$ cat src/shared/cam_consts.svh
// Function
// - Six independent modes; PWM shares cycle length
// - Enabled flag raises the interrupt request
// - Cycle overflow interrupt enable, length selected
// - Comparator off: pin holds, PWM low
// - View bit picks compare or reload register
// - Match enable lets matches set flag
// - Length select codes 8 to 11 bits
// - Capture copies counter, sets flag
// - Rising, falling or both edges capture
// - Flag cleared only by software zero write
// - Timer sets flag on 16-bit equality
// - Low write clears, high write sets comparator
// - High-speed mode toggles pin on match
// - Frequency mode toggles, adds high to low
// - High byte zero means 256 counts
// - Frequency mode flag on full equality
// - 8-bit PWM: high on match, low overflow
// - 8-bit PWM reloads low from high byte
// - 8-bit PWM selection, flag, overflow mark
// - 8-bit duty from high byte value
// - Wider PWM: N-bit match, overflow reload
// - 16-bit PWM: match high, overflow low
// - Cycle overflow flag from bit N overflow
`ifndef CAM_CONSTS_SVH
`define CAM_CONSTS_SVH

`define CAM_MODE_OFS 8'h00
`define CAM_CMPL_OFS 8'h04
`define CAM_CMPH_OFS 8'h08
`define CAM_CFG_OFS 8'h0c
`define CAM_STAT_OFS 8'h10

`define CAM_B_WIDE 7
`define CAM_B_CMP 6
`define CAM_B_RISE 5
`define CAM_B_FALL 4
`define CAM_B_MAT 3
`define CAM_B_TOG 2
`define CAM_B_PULSE 1
`define CAM_B_IRQ 0

`define CAM_B_RVIEW 7
`define CAM_B_CYCLE_OVERFLOW_FLAG 6
`define CAM_B_COVIE 5
`define CAM_SEL_HI 1
`define CAM_SEL_LO 0

`define CAM_B_FLAG 0
`define CAM_B_PIN 1

`define CAM_MODE_RST 8'h00
`define CAM_CMP_RST 16'h0000
`define CAM_SEL_RST 2'h0
`define CAM_PIN_STABLE_CYC 2

`endif

$ cat src/shared/cam_pkg.sv
`default_nettype none
package cam_pkg;
  typedef enum logic [6:0] {
    CAM_IDLE = 7'h01,
    CAM_CAP = 7'h02,
    CAM_TIMER = 7'h04,
    CAM_HSO = 7'h08,
    CAM_FREQ = 7'h10,
    CAM_PULSE_MODE_ENABLE = 7'h20,
    CAM_PWM16 = 7'h40
  } cam_mode_t;
endpackage
`default_nettype wire

$ cat src/hw/cam_module.sv
`timescale 1ns/1ps
`default_nettype none
`include "cam_consts.svh"

module cam_module (
  input wire logic sys_clk,
  input wire logic rst,
  input wire logic [7:0] avs_address,
  input wire logic avs_read,
  input wire logic avs_write,
  input wire logic [31:0] avs_writedata,
  input wire logic [3:0] avs_byteenable,
  output logic [31:0] avs_readdata,
  output logic avs_waitrequest,
  input wire logic [15:0] counter_value,
  input wire logic counter_tick,
  input wire logic module_io_pin_in,
  output logic module_io_pin_out,
  output logic module_io_pin_oe,
  output logic cam_irq
);

  function automatic logic [15:0] cam_mask(input logic [1:0] sel);
    case (sel)
      2'h0: cam_mask = 16'h00ff;
      2'h1: cam_mask = 16'h01ff;
      2'h2: cam_mask = 16'h03ff;
      default: cam_mask = 16'h07ff;
    endcase
  endfunction

  function automatic cam_pkg::cam_mode_t cam_decode(input logic [7:0] m);
    if (m[`CAM_B_PULSE] && m[`CAM_B_TOG]) begin
      cam_decode = cam_pkg::CAM_FREQ;
    end else if (m[`CAM_B_PULSE] && m[`CAM_B_WIDE]) begin
      cam_decode = cam_pkg::CAM_PWM16;
    end else if (m[`CAM_B_PULSE]) begin
      cam_decode = cam_pkg::CAM_PULSE_MODE_ENABLE;
    end else if (m[`CAM_B_TOG]) begin
      cam_decode = cam_pkg::CAM_HSO;
    end else if (m[`CAM_B_RISE] || m[`CAM_B_FALL]) begin
      cam_decode = cam_pkg::CAM_CAP;
    end else if (m[`CAM_B_CMP] && m[`CAM_B_MAT]) begin
      cam_decode = cam_pkg::CAM_TIMER;
    end else begin
      cam_decode = cam_pkg::CAM_IDLE;
    end
  endfunction

  logic [7:0] module_mode_reg;
  logic [1:0] cycle_length_select;
  logic reload_view_select;
  logic cycle_overflow_irq_enable;
  logic cycle_overflow_flag;
  logic match_capture_flag;
  logic [15:0] cmp;
  logic [15:0] reload;
  logic pin_s1;
  logic pin_s2;
  logic pin_s3;
  logic ack;
  logic [31:0] rdata;

  // Bus: one wait cycle, answer on the second
  wire access = avs_read | avs_write;
  wire wr_fire = avs_write & ack & avs_byteenable[0];
  wire [7:0] wdata = avs_writedata[7:0];
  wire wr_mode = wr_fire & (avs_address == `CAM_MODE_OFS);
  wire wr_cmpl = wr_fire & (avs_address == `CAM_CMPL_OFS);
  wire wr_cmph = wr_fire & (avs_address == `CAM_CMPH_OFS);
  wire wr_cfg = wr_fire & (avs_address == `CAM_CFG_OFS);
  wire wr_stat = wr_fire & (avs_address == `CAM_STAT_OFS);

  assign avs_waitrequest = access & ~ack;
  assign avs_readdata = rdata;

  cam_pkg::cam_mode_t mode;
  assign mode = cam_decode(module_mode_reg);

  wire ecom = module_mode_reg[`CAM_B_CMP];
  wire mat = module_mode_reg[`CAM_B_MAT];
  wire [15:0] mask = cam_mask(cycle_length_select);
  wire [15:0] cnt_n = counter_value & mask;
  wire [15:0] cmp_n = cmp & mask;

  // Counter-driven events only on tick cycles
  wire match16 = counter_tick & ecom & (counter_value == cmp);
  wire match_lo = counter_tick & ecom & (counter_value[7:0] == cmp[7:0]);
  wire match_n = counter_tick & ecom & (cnt_n == cmp_n);
  wire ovf_n = counter_tick & (cnt_n == 16'h0000);
  wire ovf16 = counter_tick & (counter_value == 16'h0000);

  // Edge detect on delayed copies; a pulse seen for only one clock still gives an edge
  wire rise_ev = module_mode_reg[`CAM_B_RISE] & pin_s2 & ~pin_s3;
  wire fall_ev = module_mode_reg[`CAM_B_FALL] & ~pin_s2 & pin_s3;
  wire cap_ev = (mode == cam_pkg::CAM_CAP) & (rise_ev | fall_ev);

  wire cmp16_mode = (mode == cam_pkg::CAM_TIMER) | (mode == cam_pkg::CAM_HSO) |
    (mode == cam_pkg::CAM_FREQ) | (mode == cam_pkg::CAM_PWM16);
  wire flag_set = cap_ev | (mat & cmp16_mode & match16) |
    (mat & (mode == cam_pkg::CAM_PULSE_MODE_ENABLE) & match_n);
  wire flag_clr = wr_stat & ~wdata[`CAM_B_FLAG];
  wire next_flag = flag_set | (match_capture_flag & ~flag_clr);

  wire cycle_overflow_flag_clr = wr_cfg & ~wdata[`CAM_B_CYCLE_OVERFLOW_FLAG];
  wire next_cycle_overflow_flag = ovf_n | (cycle_overflow_flag & ~cycle_overflow_flag_clr);

  // Zero high byte adds nothing mod 256, giving a 256 count half period
  wire [7:0] freq_lo = cmp[7:0] + cmp[15:8];

  logic next_pin;
  always_comb begin
    next_pin = module_io_pin_out;
    case (mode)
      cam_pkg::CAM_HSO: if (match16) next_pin = ~module_io_pin_out;
      cam_pkg::CAM_FREQ: if (match_lo) next_pin = ~module_io_pin_out;
      cam_pkg::CAM_PULSE_MODE_ENABLE: begin
        // Match wins over overflow so a zero compare gives full duty
        if (!ecom) next_pin = 1'b0;
        else if (match_n) next_pin = 1'b1;
        else if (ovf_n) next_pin = 1'b0;
      end
      cam_pkg::CAM_PWM16: begin
        if (!ecom) next_pin = 1'b0;
        else if (match16) next_pin = 1'b1;
        else if (ovf16) next_pin = 1'b0;
      end
      default: next_pin = module_io_pin_out;
    endcase
  end

  logic [15:0] next_cmp;
  always_comb begin
    next_cmp = cmp;
    if (cap_ev) begin
      next_cmp = counter_value;
    end else if ((mode == cam_pkg::CAM_FREQ) && match_lo) begin
      next_cmp = {cmp[15:8], freq_lo};
    end else if ((mode == cam_pkg::CAM_PULSE_MODE_ENABLE) && ovf_n) begin
      if (cycle_length_select == `CAM_SEL_RST) next_cmp = {cmp[15:8], cmp[15:8]};
      else next_cmp = reload;
    end
    if (wr_cmpl && !reload_view_select) next_cmp[7:0] = wdata;
    if (wr_cmph && !reload_view_select) next_cmp[15:8] = wdata;
  end

  logic [15:0] next_reload;
  always_comb begin
    next_reload = reload;
    if (wr_cmpl && reload_view_select) next_reload[7:0] = wdata;
    if (wr_cmph && reload_view_select) next_reload[15:8] = wdata;
  end

  logic [7:0] next_mode;
  always_comb begin
    next_mode = module_mode_reg;
    if (wr_mode) next_mode = wdata;
    if (wr_cmpl) next_mode[`CAM_B_CMP] = 1'b0;
    if (wr_cmph) next_mode[`CAM_B_CMP] = 1'b1;
  end

  logic [31:0] next_rdata;
  always_comb begin
    case (avs_address)
      `CAM_MODE_OFS: next_rdata = {24'h000000, module_mode_reg};
      `CAM_CMPL_OFS: next_rdata = {24'h000000, reload_view_select ? reload[7:0] : cmp[7:0]};
      `CAM_CMPH_OFS: next_rdata = {24'h000000, reload_view_select ? reload[15:8] : cmp[15:8]};
      `CAM_CFG_OFS: next_rdata = {24'h000000, reload_view_select, cycle_overflow_flag,
        cycle_overflow_irq_enable, 3'h0, cycle_length_select};
      `CAM_STAT_OFS: next_rdata = {30'h0, pin_s2, match_capture_flag};
      default: next_rdata = 32'h00000000;
    endcase
  end

  assign module_io_pin_oe = (mode == cam_pkg::CAM_HSO) | (mode == cam_pkg::CAM_FREQ) |
    (mode == cam_pkg::CAM_PULSE_MODE_ENABLE) | (mode == cam_pkg::CAM_PWM16);
  assign cam_irq = (match_capture_flag & module_mode_reg[`CAM_B_IRQ]) |
    (cycle_overflow_flag & cycle_overflow_irq_enable);

  always_ff @(posedge sys_clk) begin
    if (rst) begin
      ack <= 1'b0;
      rdata <= 32'h00000000;
    end else begin
      ack <= access & ~ack;
      if (access && !ack) rdata <= next_rdata;
    end
  end

  always_ff @(posedge sys_clk) begin
    if (rst) begin
      module_mode_reg <= `CAM_MODE_RST;
      cmp <= `CAM_CMP_RST;
      reload <= `CAM_CMP_RST;
      module_io_pin_out <= 1'b0;
      match_capture_flag <= 1'b0;
      cycle_overflow_flag <= 1'b0;
    end else begin
      module_mode_reg <= next_mode;
      cmp <= next_cmp;
      reload <= next_reload;
      module_io_pin_out <= next_pin;
      match_capture_flag <= next_flag;
      cycle_overflow_flag <= next_cycle_overflow_flag;
    end
  end

  always_ff @(posedge sys_clk) begin
    if (rst) begin
      cycle_length_select <= `CAM_SEL_RST;
      reload_view_select <= 1'b0;
      cycle_overflow_irq_enable <= 1'b0;
    end else if (wr_cfg) begin
      cycle_length_select <= wdata[`CAM_SEL_HI:`CAM_SEL_LO];
      reload_view_select <= wdata[`CAM_B_RVIEW];
      cycle_overflow_irq_enable <= wdata[`CAM_B_COVIE];
    end
  end

  always_ff @(posedge sys_clk) begin
    if (rst) begin
      // Preload the pin level so a pin idling high gives no false edge
      pin_s1 <= module_io_pin_in;
      pin_s2 <= module_io_pin_in;
      pin_s3 <= module_io_pin_in;
    end else begin
      pin_s1 <= module_io_pin_in;
      pin_s2 <= pin_s1;
      pin_s3 <= pin_s2;
    end
  end
endmodule // cam_module
`default_nettype wire

$ cat config.mk
export PLATFORM = sky130hd
export DESIGN_NAME = cam_module
export DESIGN_NICKNAME = d
export VERILOG_FILES = /design/src/shared/cam_pkg.sv /design/src/hw/cam_module.sv
export VERILOG_INCLUDE_DIRS = /design/src /design/src/shared
export SDC_FILE = /design/constraint.sdc
export NUM_CORES = 1
export LEC_CHECK = 0
export ABC_CLOCK_PERIOD_IN_PS = 2850
export BUFFER_PORTS_ARGS = -buffer_cell sky130_fd_sc_hd__buf_2
export CAP_MARGIN = 20
export CORE_MARGIN = 1.5
export CORE_UTILIZATION = 54
export DETAILED_ROUTE_END_ITERATION = 8
export PLACE_DENSITY = 0.92
export SLEW_MARGIN = 0
export SYNTH_ARGS = -nofsm -noshare
export SYNTH_HDL_FRONTEND = slang
export SYNTH_SLANG_ARGS = --single-unit
$ cat constraint.sdc
create_clock -name sys_clk -period 2.85 [get_ports sys_clk]
set_input_delay 0.57 -clock sys_clk [delete_from_list [all_inputs] [get_ports sys_clk]]
set_output_delay 0.57 -clock sys_clk [all_outputs]
set_load 0.05 [all_outputs]
==> run_results.csv, run 1 <==
group,metric,value,unit
status,outcome,"completed",
synth,yosys.area.top_type,"dfxtp_1",
floorplan,fp.dieW,89,um
pwr,internal-power,0.00128,W
clock_network,cts_buffers,9,
synth,synth_edf_count,0,
synth,synth_area_per_cell,8.34,um2
floorplan,coreArea,7210,um2
synth,synthTopCellsByCount,"59 x dfxtp_1, 52 x nor2_1, 44 x nand2_1, 35 x mux2i_1, 30 x a21oi_1",
route,drt-total-wl,12000,um
timing,finClkSkew,7.59,ps
synth,async_flop_share,0,%
clock_network,cts_tree,"built",
synth,yosys_register_bits,59,
grt,grt_usage,31.0,%
route,remaining_drc_errors,0,
critical_path,worstPathArrival,2710,ps
place,place.gp.congestion,1.01,
min_path,min_path_type,"input pin to flip-flop",
critical_path,crit_required,3130,ps
route,via_per_inst,6.23,
critical_path,worstSetupEndpointType,"flip-flop",
timing,relSlewSlack,43.5,%
timing,hold_violations,0,
critical_path,path_class,"flip-flop to flip-flop",
timing,worstMarginPinSlew,843,ps
pwr,power_density,413,nW/um2
critical_path,r2r_cells,10,
clock_network,clk_latency,360,ps
pwr,combPwrFrac,11.7,%
synth,synth_top_cell_area_share,29.6,%
timing,maxSlewViolCount,0,
floorplan,pin_count,102,
pwr,power.leakage,1.88,nW
clock_network,cts_resized,0,
synth,yosysMostFrequentCell,"dfxtp_1",
final_layout,synthToLayoutAreaGrowth,11.2,%
place,hpwl,8710,um
final_layout,final_nets,598,
pwr,fin_total_pwr,0.00183,W
final_layout,antenna_cells,0,
timing,finalWorstSetupSlack,421,ps
final_layout,drive_gt1_share,21.7,%
clock_network,cts.clk_slew.worst_paths,80,ps
clock_network,hold_buffers,0,
place,place_ws,320,ps
pwr,pwr-share-clk,42.8,%
floorplan,start_util,55.4,%
grt,grt_pass1_wl,18100,um
grt,grt.overflow.total,0,
pwr,seqPwrFrac,45.5,%
synth,ys.flop_type,"dfxtp_1",
grt,antenna_found_initial,0,
floorplan,rows,31,
grt,grt_max_degree,31,
floorplan,die_area,7920,um2
timing,fin_tns_setup,0,ps
route,routedWlPerCell,19.1,um
final_layout,top_regs,"cmp: 16 flops, reload: 16 flops",
pwr,power.net_switching,0.000549,W
grt,grt_pass1_vias,3541,
place,portBuffers,50,
critical_path,worstSetupStartpointType,"flip-flop",
clock_network,cts.path.max_buffers,2,
timing,setup_viol,0,
synth,yosysWarnings,0,
route,first_pass_iters,6,
flow_run,max_cap_viol_count,0,
pwr,switching_share,30.0,%
timing,period_minus_slack,2430,ps
synth,syn_area,3990,um2
synth,yosys.cell_types.count,59,
synth,synth_seq_area_share,29.6,%
clock_network,clock-sinks,59,
timing,rsz0062_at_grt,"no",
timing,fmax,0.412,GHz
clock_network,cts_root_buffer,"clkbuf_8",
final_layout,post-route-util,61.5,%
clock_network,htree_levels,3,
route,drt-initial-drc-count,469,
timing,fin_crit_sh,85.2,%
floorplan,fp.dieH,89,um
synth,synth.area.top_cells,"dfxtp_1 30%, mux2i_1 8.8%, buf_4 4.9%",
min_path,min_path_cells,1,
synth,netlist_instances,479,
route,vias,3914,
critical_path,cp_max_fo,4,
clock_network,post_cts_buffers,0,
pwr,irDropWorstVdd,0.000329,V
route,ant_nets,0,
-- placed cells by master, fill, tap and decap left out, drive strengths merged, types with 15 or more instances in the layout --
cell	instances
nor3	23
nand2	45
nor2	53
buf	62
a21oi	30
mux2i	35
o21ai	25
dfxtp	59
conb	24
xor2	19
nor4	15
-- per-stage QoR --
step	hold WS [ps]	cell area (um2)	instances
after floorplan	415	4080	502
after global placement	429	4240	612
after detailed placement	433	4240	612
after CTS	326	4440	628
after global routing	330	4440	628
final	325	4440	628
-- routing by layer --
layer | vias to the layer above | track usage [%] | part of all wire (%)
met1 | 1824 | 39.5 | 39
met5 | - | 0 | 0
met2 | 248 | 47.4 | 44
met4 | 0 | 19.3 | 5.9
met3 | 65 | 7.48 | 11
li1 | 1777 | - | -
-- cells by family (layout without fill, tap and decap cells) --
family	Yosys count	count (layout)	share of synthesized area, %
buf+inv	63	90	8.80
flops	59	59	29.6
simple gates	171	171	22.9
compound gates	115	115	20.3
other cells	1	24	0.0939
fa+ha+maj	8	8	2.69
mux	42	42	11.3
xor+xnor	20	20	4.39
-- worst max-delay path: stages, from the launching register on --
cell,delay [ps]
dfxtp_1,450
ha_1,260
inv_1,70
fa_1,400
nor2b_1,160
nor3_1,80
o21bai_1,210
a21oi_1,110
xor2_1,140
a211o_1,300
a31oi_1,160
-- layout make-up --
type | instances | area (um2)
clock buffers | 9 | 124
clock inverters | 7 | 77.6
fillers | 643 | 2780
inverters | 12 | 45.0
multi-input cells | 380 | 2550
flip-flops and latches | 59 | 1180
well taps | 99 | 124
repair buffers | 62 | 340
-- power groups by stage --
stage / registers (W) / clock network [W] / logic [W]
detailed placement: 0.000853 / 0 / 0.000208
CTS: 0.000834 / 0.000784 / 0.000209
floorplan: 0.000859 / 0 / 0.000160
global route: 0.000834 / 0.000818 / 0.000227
global placement: 0.000853 / 0 / 0.000206
finish: 0.000834 / 0.000786 / 0.000215
-- path summary, 6_finish.rpt --
path                  startpoint                  end  slack (ps)
max reg2reg  cmp[0]$_SDFFE_PP0P_  cmp[6]$_SDFFE_PP0P_         420
max          cmp[0]$_SDFFE_PP0P_  cmp[6]$_SDFFE_PP0P_         420
min reg2reg       pin_s1$_DFF_P_       pin_s2$_DFF_P_         440
min             module_io_pin_in       pin_s1$_DFF_P_         320
Power figures use the tool's default switching activity.
==> inputs of run 2 (changes only) <==
--- a/config.mk
+++ b/config.mk
@@ -8,12 +8,13 @@
 export LEC_CHECK = 0
 export ABC_CLOCK_PERIOD_IN_PS = 2850
 export BUFFER_PORTS_ARGS = -buffer_cell sky130_fd_sc_hd__buf_2
-export CAP_MARGIN = 20
+export CAP_MARGIN = 30
 export CORE_MARGIN = 1.5
-export CORE_UTILIZATION = 54
+export CORE_UTILIZATION = 55
+export CTS_BUF_LIST = sky130_fd_sc_hd__clkbuf_8
 export DETAILED_ROUTE_END_ITERATION = 8
-export PLACE_DENSITY = 0.92
-export SLEW_MARGIN = 0
+export PLACE_DENSITY = 0.93
+export SLEW_MARGIN = 20
 export SYNTH_ARGS = -nofsm -noshare
 export SYNTH_HDL_FRONTEND = slang
 export SYNTH_SLANG_ARGS = --single-unit
==> run_results.csv, run 2 (synthesized netlist as in run 1, its figures left out) <==
group,metric,value,unit
floorplan,pin_count,102,
grt,grt_max_degree,32,
floorplan,start_util,57.8,%
pwr,combPwrFrac,12.4,%
floorplan,coreArea,6910,um2
place,dp.cells,608,
floorplan,rows,30,
min_path,holdCritStartpoint,"module_io_pin_in",
final_layout,antenna_cells,0,
grt,antenna_found_initial,0,
pwr,seqPwrFrac,48.5,%
timing,finClkSkew,9.90,ps
pwr,power.leakage,1.86,nW
pwr,power.net_switching,0.000517,W
timing,fin_crit_sh,86.6,%
final_layout,synthToLayoutAreaGrowth,10.0,%
final_layout,top_regs,"cmp: 16 flops, reload: 16 flops",
critical_path,cp_max_fo,5,
timing,worstMarginPinSlew,713,ps
clock_network,cts.clk_slew.worst_paths,70,ps
clock_network,clk_latency,350,ps
pwr,internal-power,0.00120,W
clock_network,hold_buffers,0,
floorplan,fp.dieH,88.2,um
grt,grt_pass1_wl,18200,um
critical_path,rr_endpoint,"cmp[7]$_SDFFE_PP0P_",
timing,setup_viol,0,
clock_network,clock-sinks,59,
final_layout,fin_area,4390,um2
critical_path,worstPathArrival,2690,ps
route,ant_nets,0,
place,place.gp.congestion,0.972,
pwr,switching_share,30.0,%
final_layout,fin_cells,623,
min_path,min_path_type,"input pin to flip-flop",
timing,hold_violations,0,
final_layout,final_cell_mix,"59 x dfxtp_1, 52 x nor2_1, 50 x buf_2",
critical_path,startpoint,"cmp[14]$_SDFFE_PP0P_",
floorplan,fp.dieW,88.2,um
critical_path,path_class,"flip-flop to flip-flop",
pwr,pwr-share-clk,39.1,%
route,first_pass_iters,5,
status,outcome,"completed",
timing,relSlewSlack,52.0,%
grt,grt_usage,31.3,%
route,routedWlPerCell,19.0,um
critical_path,r2r_setup_slack,380,ps
clock_network,cts_root_buffer,"clkbuf_8",
clock_network,cts.path.max_buffers,2,
critical_path,endpoint,"cmp[7]$_SDFFE_PP0P_",
timing,fin_tns_setup,0,ps
timing,fmax,0.405,GHz
clock_network,post_cts_buffers,0,
clock_network,cts_resized,0,
pwr,power_density,392,nW/um2
grt,grt_pass1_vias,3584,
timing,rsz0062_at_grt,"no",
place,hpwl,8740,um
route,drt-total-wl,11800,um
critical_path,crit_required,3070,ps
final_layout,drive_gt1_share,21.4,%
critical_path,r2r-start,"cmp[14]$_SDFFE_PP0P_",
clock_network,htree_levels,3,
final_layout,final_nets,597,
place,placed_area,4230,um2
timing,hold_ws,335,ps
clock_network,cts_buffers,9,
final_layout,layout_commonest_cell,"dfxtp_1",
timing,period_minus_slack,2470,ps
timing,maxSlewViolCount,0,
place,portBuffers,50,
route,via_per_inst,6.30,
grt,grt.overflow.total,0,
flow_run,max_cap_viol_count,0,
route,remaining_drc_errors,0,
floorplan,die_area,7780,um2
critical_path,worstSetupEndpointType,"flip-flop",
pwr,irDropWorstVdd,0.000243,V
route,drt-initial-drc-count,580,
route,vias,3922,
critical_path,r2r_cells,8,
clock_network,cts_tree,"built",
critical_path,worstSetupStartpointType,"flip-flop",
-- run 2: cell types whose count changed in the layout (fill, tap and decap cells not counted) --
cell	change
clkinv_4	-3
clkinv_2	+2
buf_4	-1
bufinv_16	-1
clkbuf_8	+1
clkinvlp_4	+1
inv_6	-1
-- run 2: power by group through the flow --
stage	sequential, W	combinational [W]	clock (W)
global route	0.000834	0.000225	0.000706
detailed placement	0.000853	0.000209	0
CTS	0.000834	0.000209	0.000673
floorplan	0.000859	0.000160	0
finish	0.000834	0.000214	0.000673
global placement	0.000853	0.000204	0
-- run 2: worst min-delay path by stage --
stage,endpoint,slack (ps),depth (start not counted)
after CTS,pin_s1$_DFF_P_,330,1
final,pin_s1$_DFF_P_,340,1
after global placement,pin_s2$_DFF_P_,430,2
after detailed placement,pin_s2$_DFF_P_,440,2
after floorplan,pin_s2$_DFF_P_,420,2
after global routing,pin_s1$_DFF_P_,340,1
-- run 2: area by class of cell --
class | count | area [um2]
multi-input combinational | 380 | 2550
clock inverter | 5 | 30.0
fill | 583 | 2510
inverter | 12 | 45.0
timing repair buffer | 61 | 333
clock buffer | 10 | 138
sequential | 59 | 1180
tap | 96 | 120
-- run 2: per-layer routing --
metal / GRT usage, % / up-vias / share of wire [%]
met5: 0 / - / 0
met3: 6.90 / 43 / 10
met1: 41.6 / 1841 / 40
met2: 48.6 / 266 / 46
li1: - / 1772 / -
met4: 14.9 / 0 / 4.0
-- run 2: per-stage QoR --
stage	utilization, %	setup WS, ps	total power, W
finish	63.6	381	0.00172
CTS	63.6	541	0.00172
floorplan	-	724	0.00102
global placement	61.2	397	0.00106
detailed placement	61.2	316	0.00106
global route	63.6	204	0.00177
-- run 2: critical path: stages (launching register included) --
cell and delay [ps]:
dfxtp_1 470, ha_1 330, a2111oi_0 560, o21ai_0 250, nand2_1 120, xor2_1 170
a21oi_1 90, o2111ai_1 240, o31ai_1 110
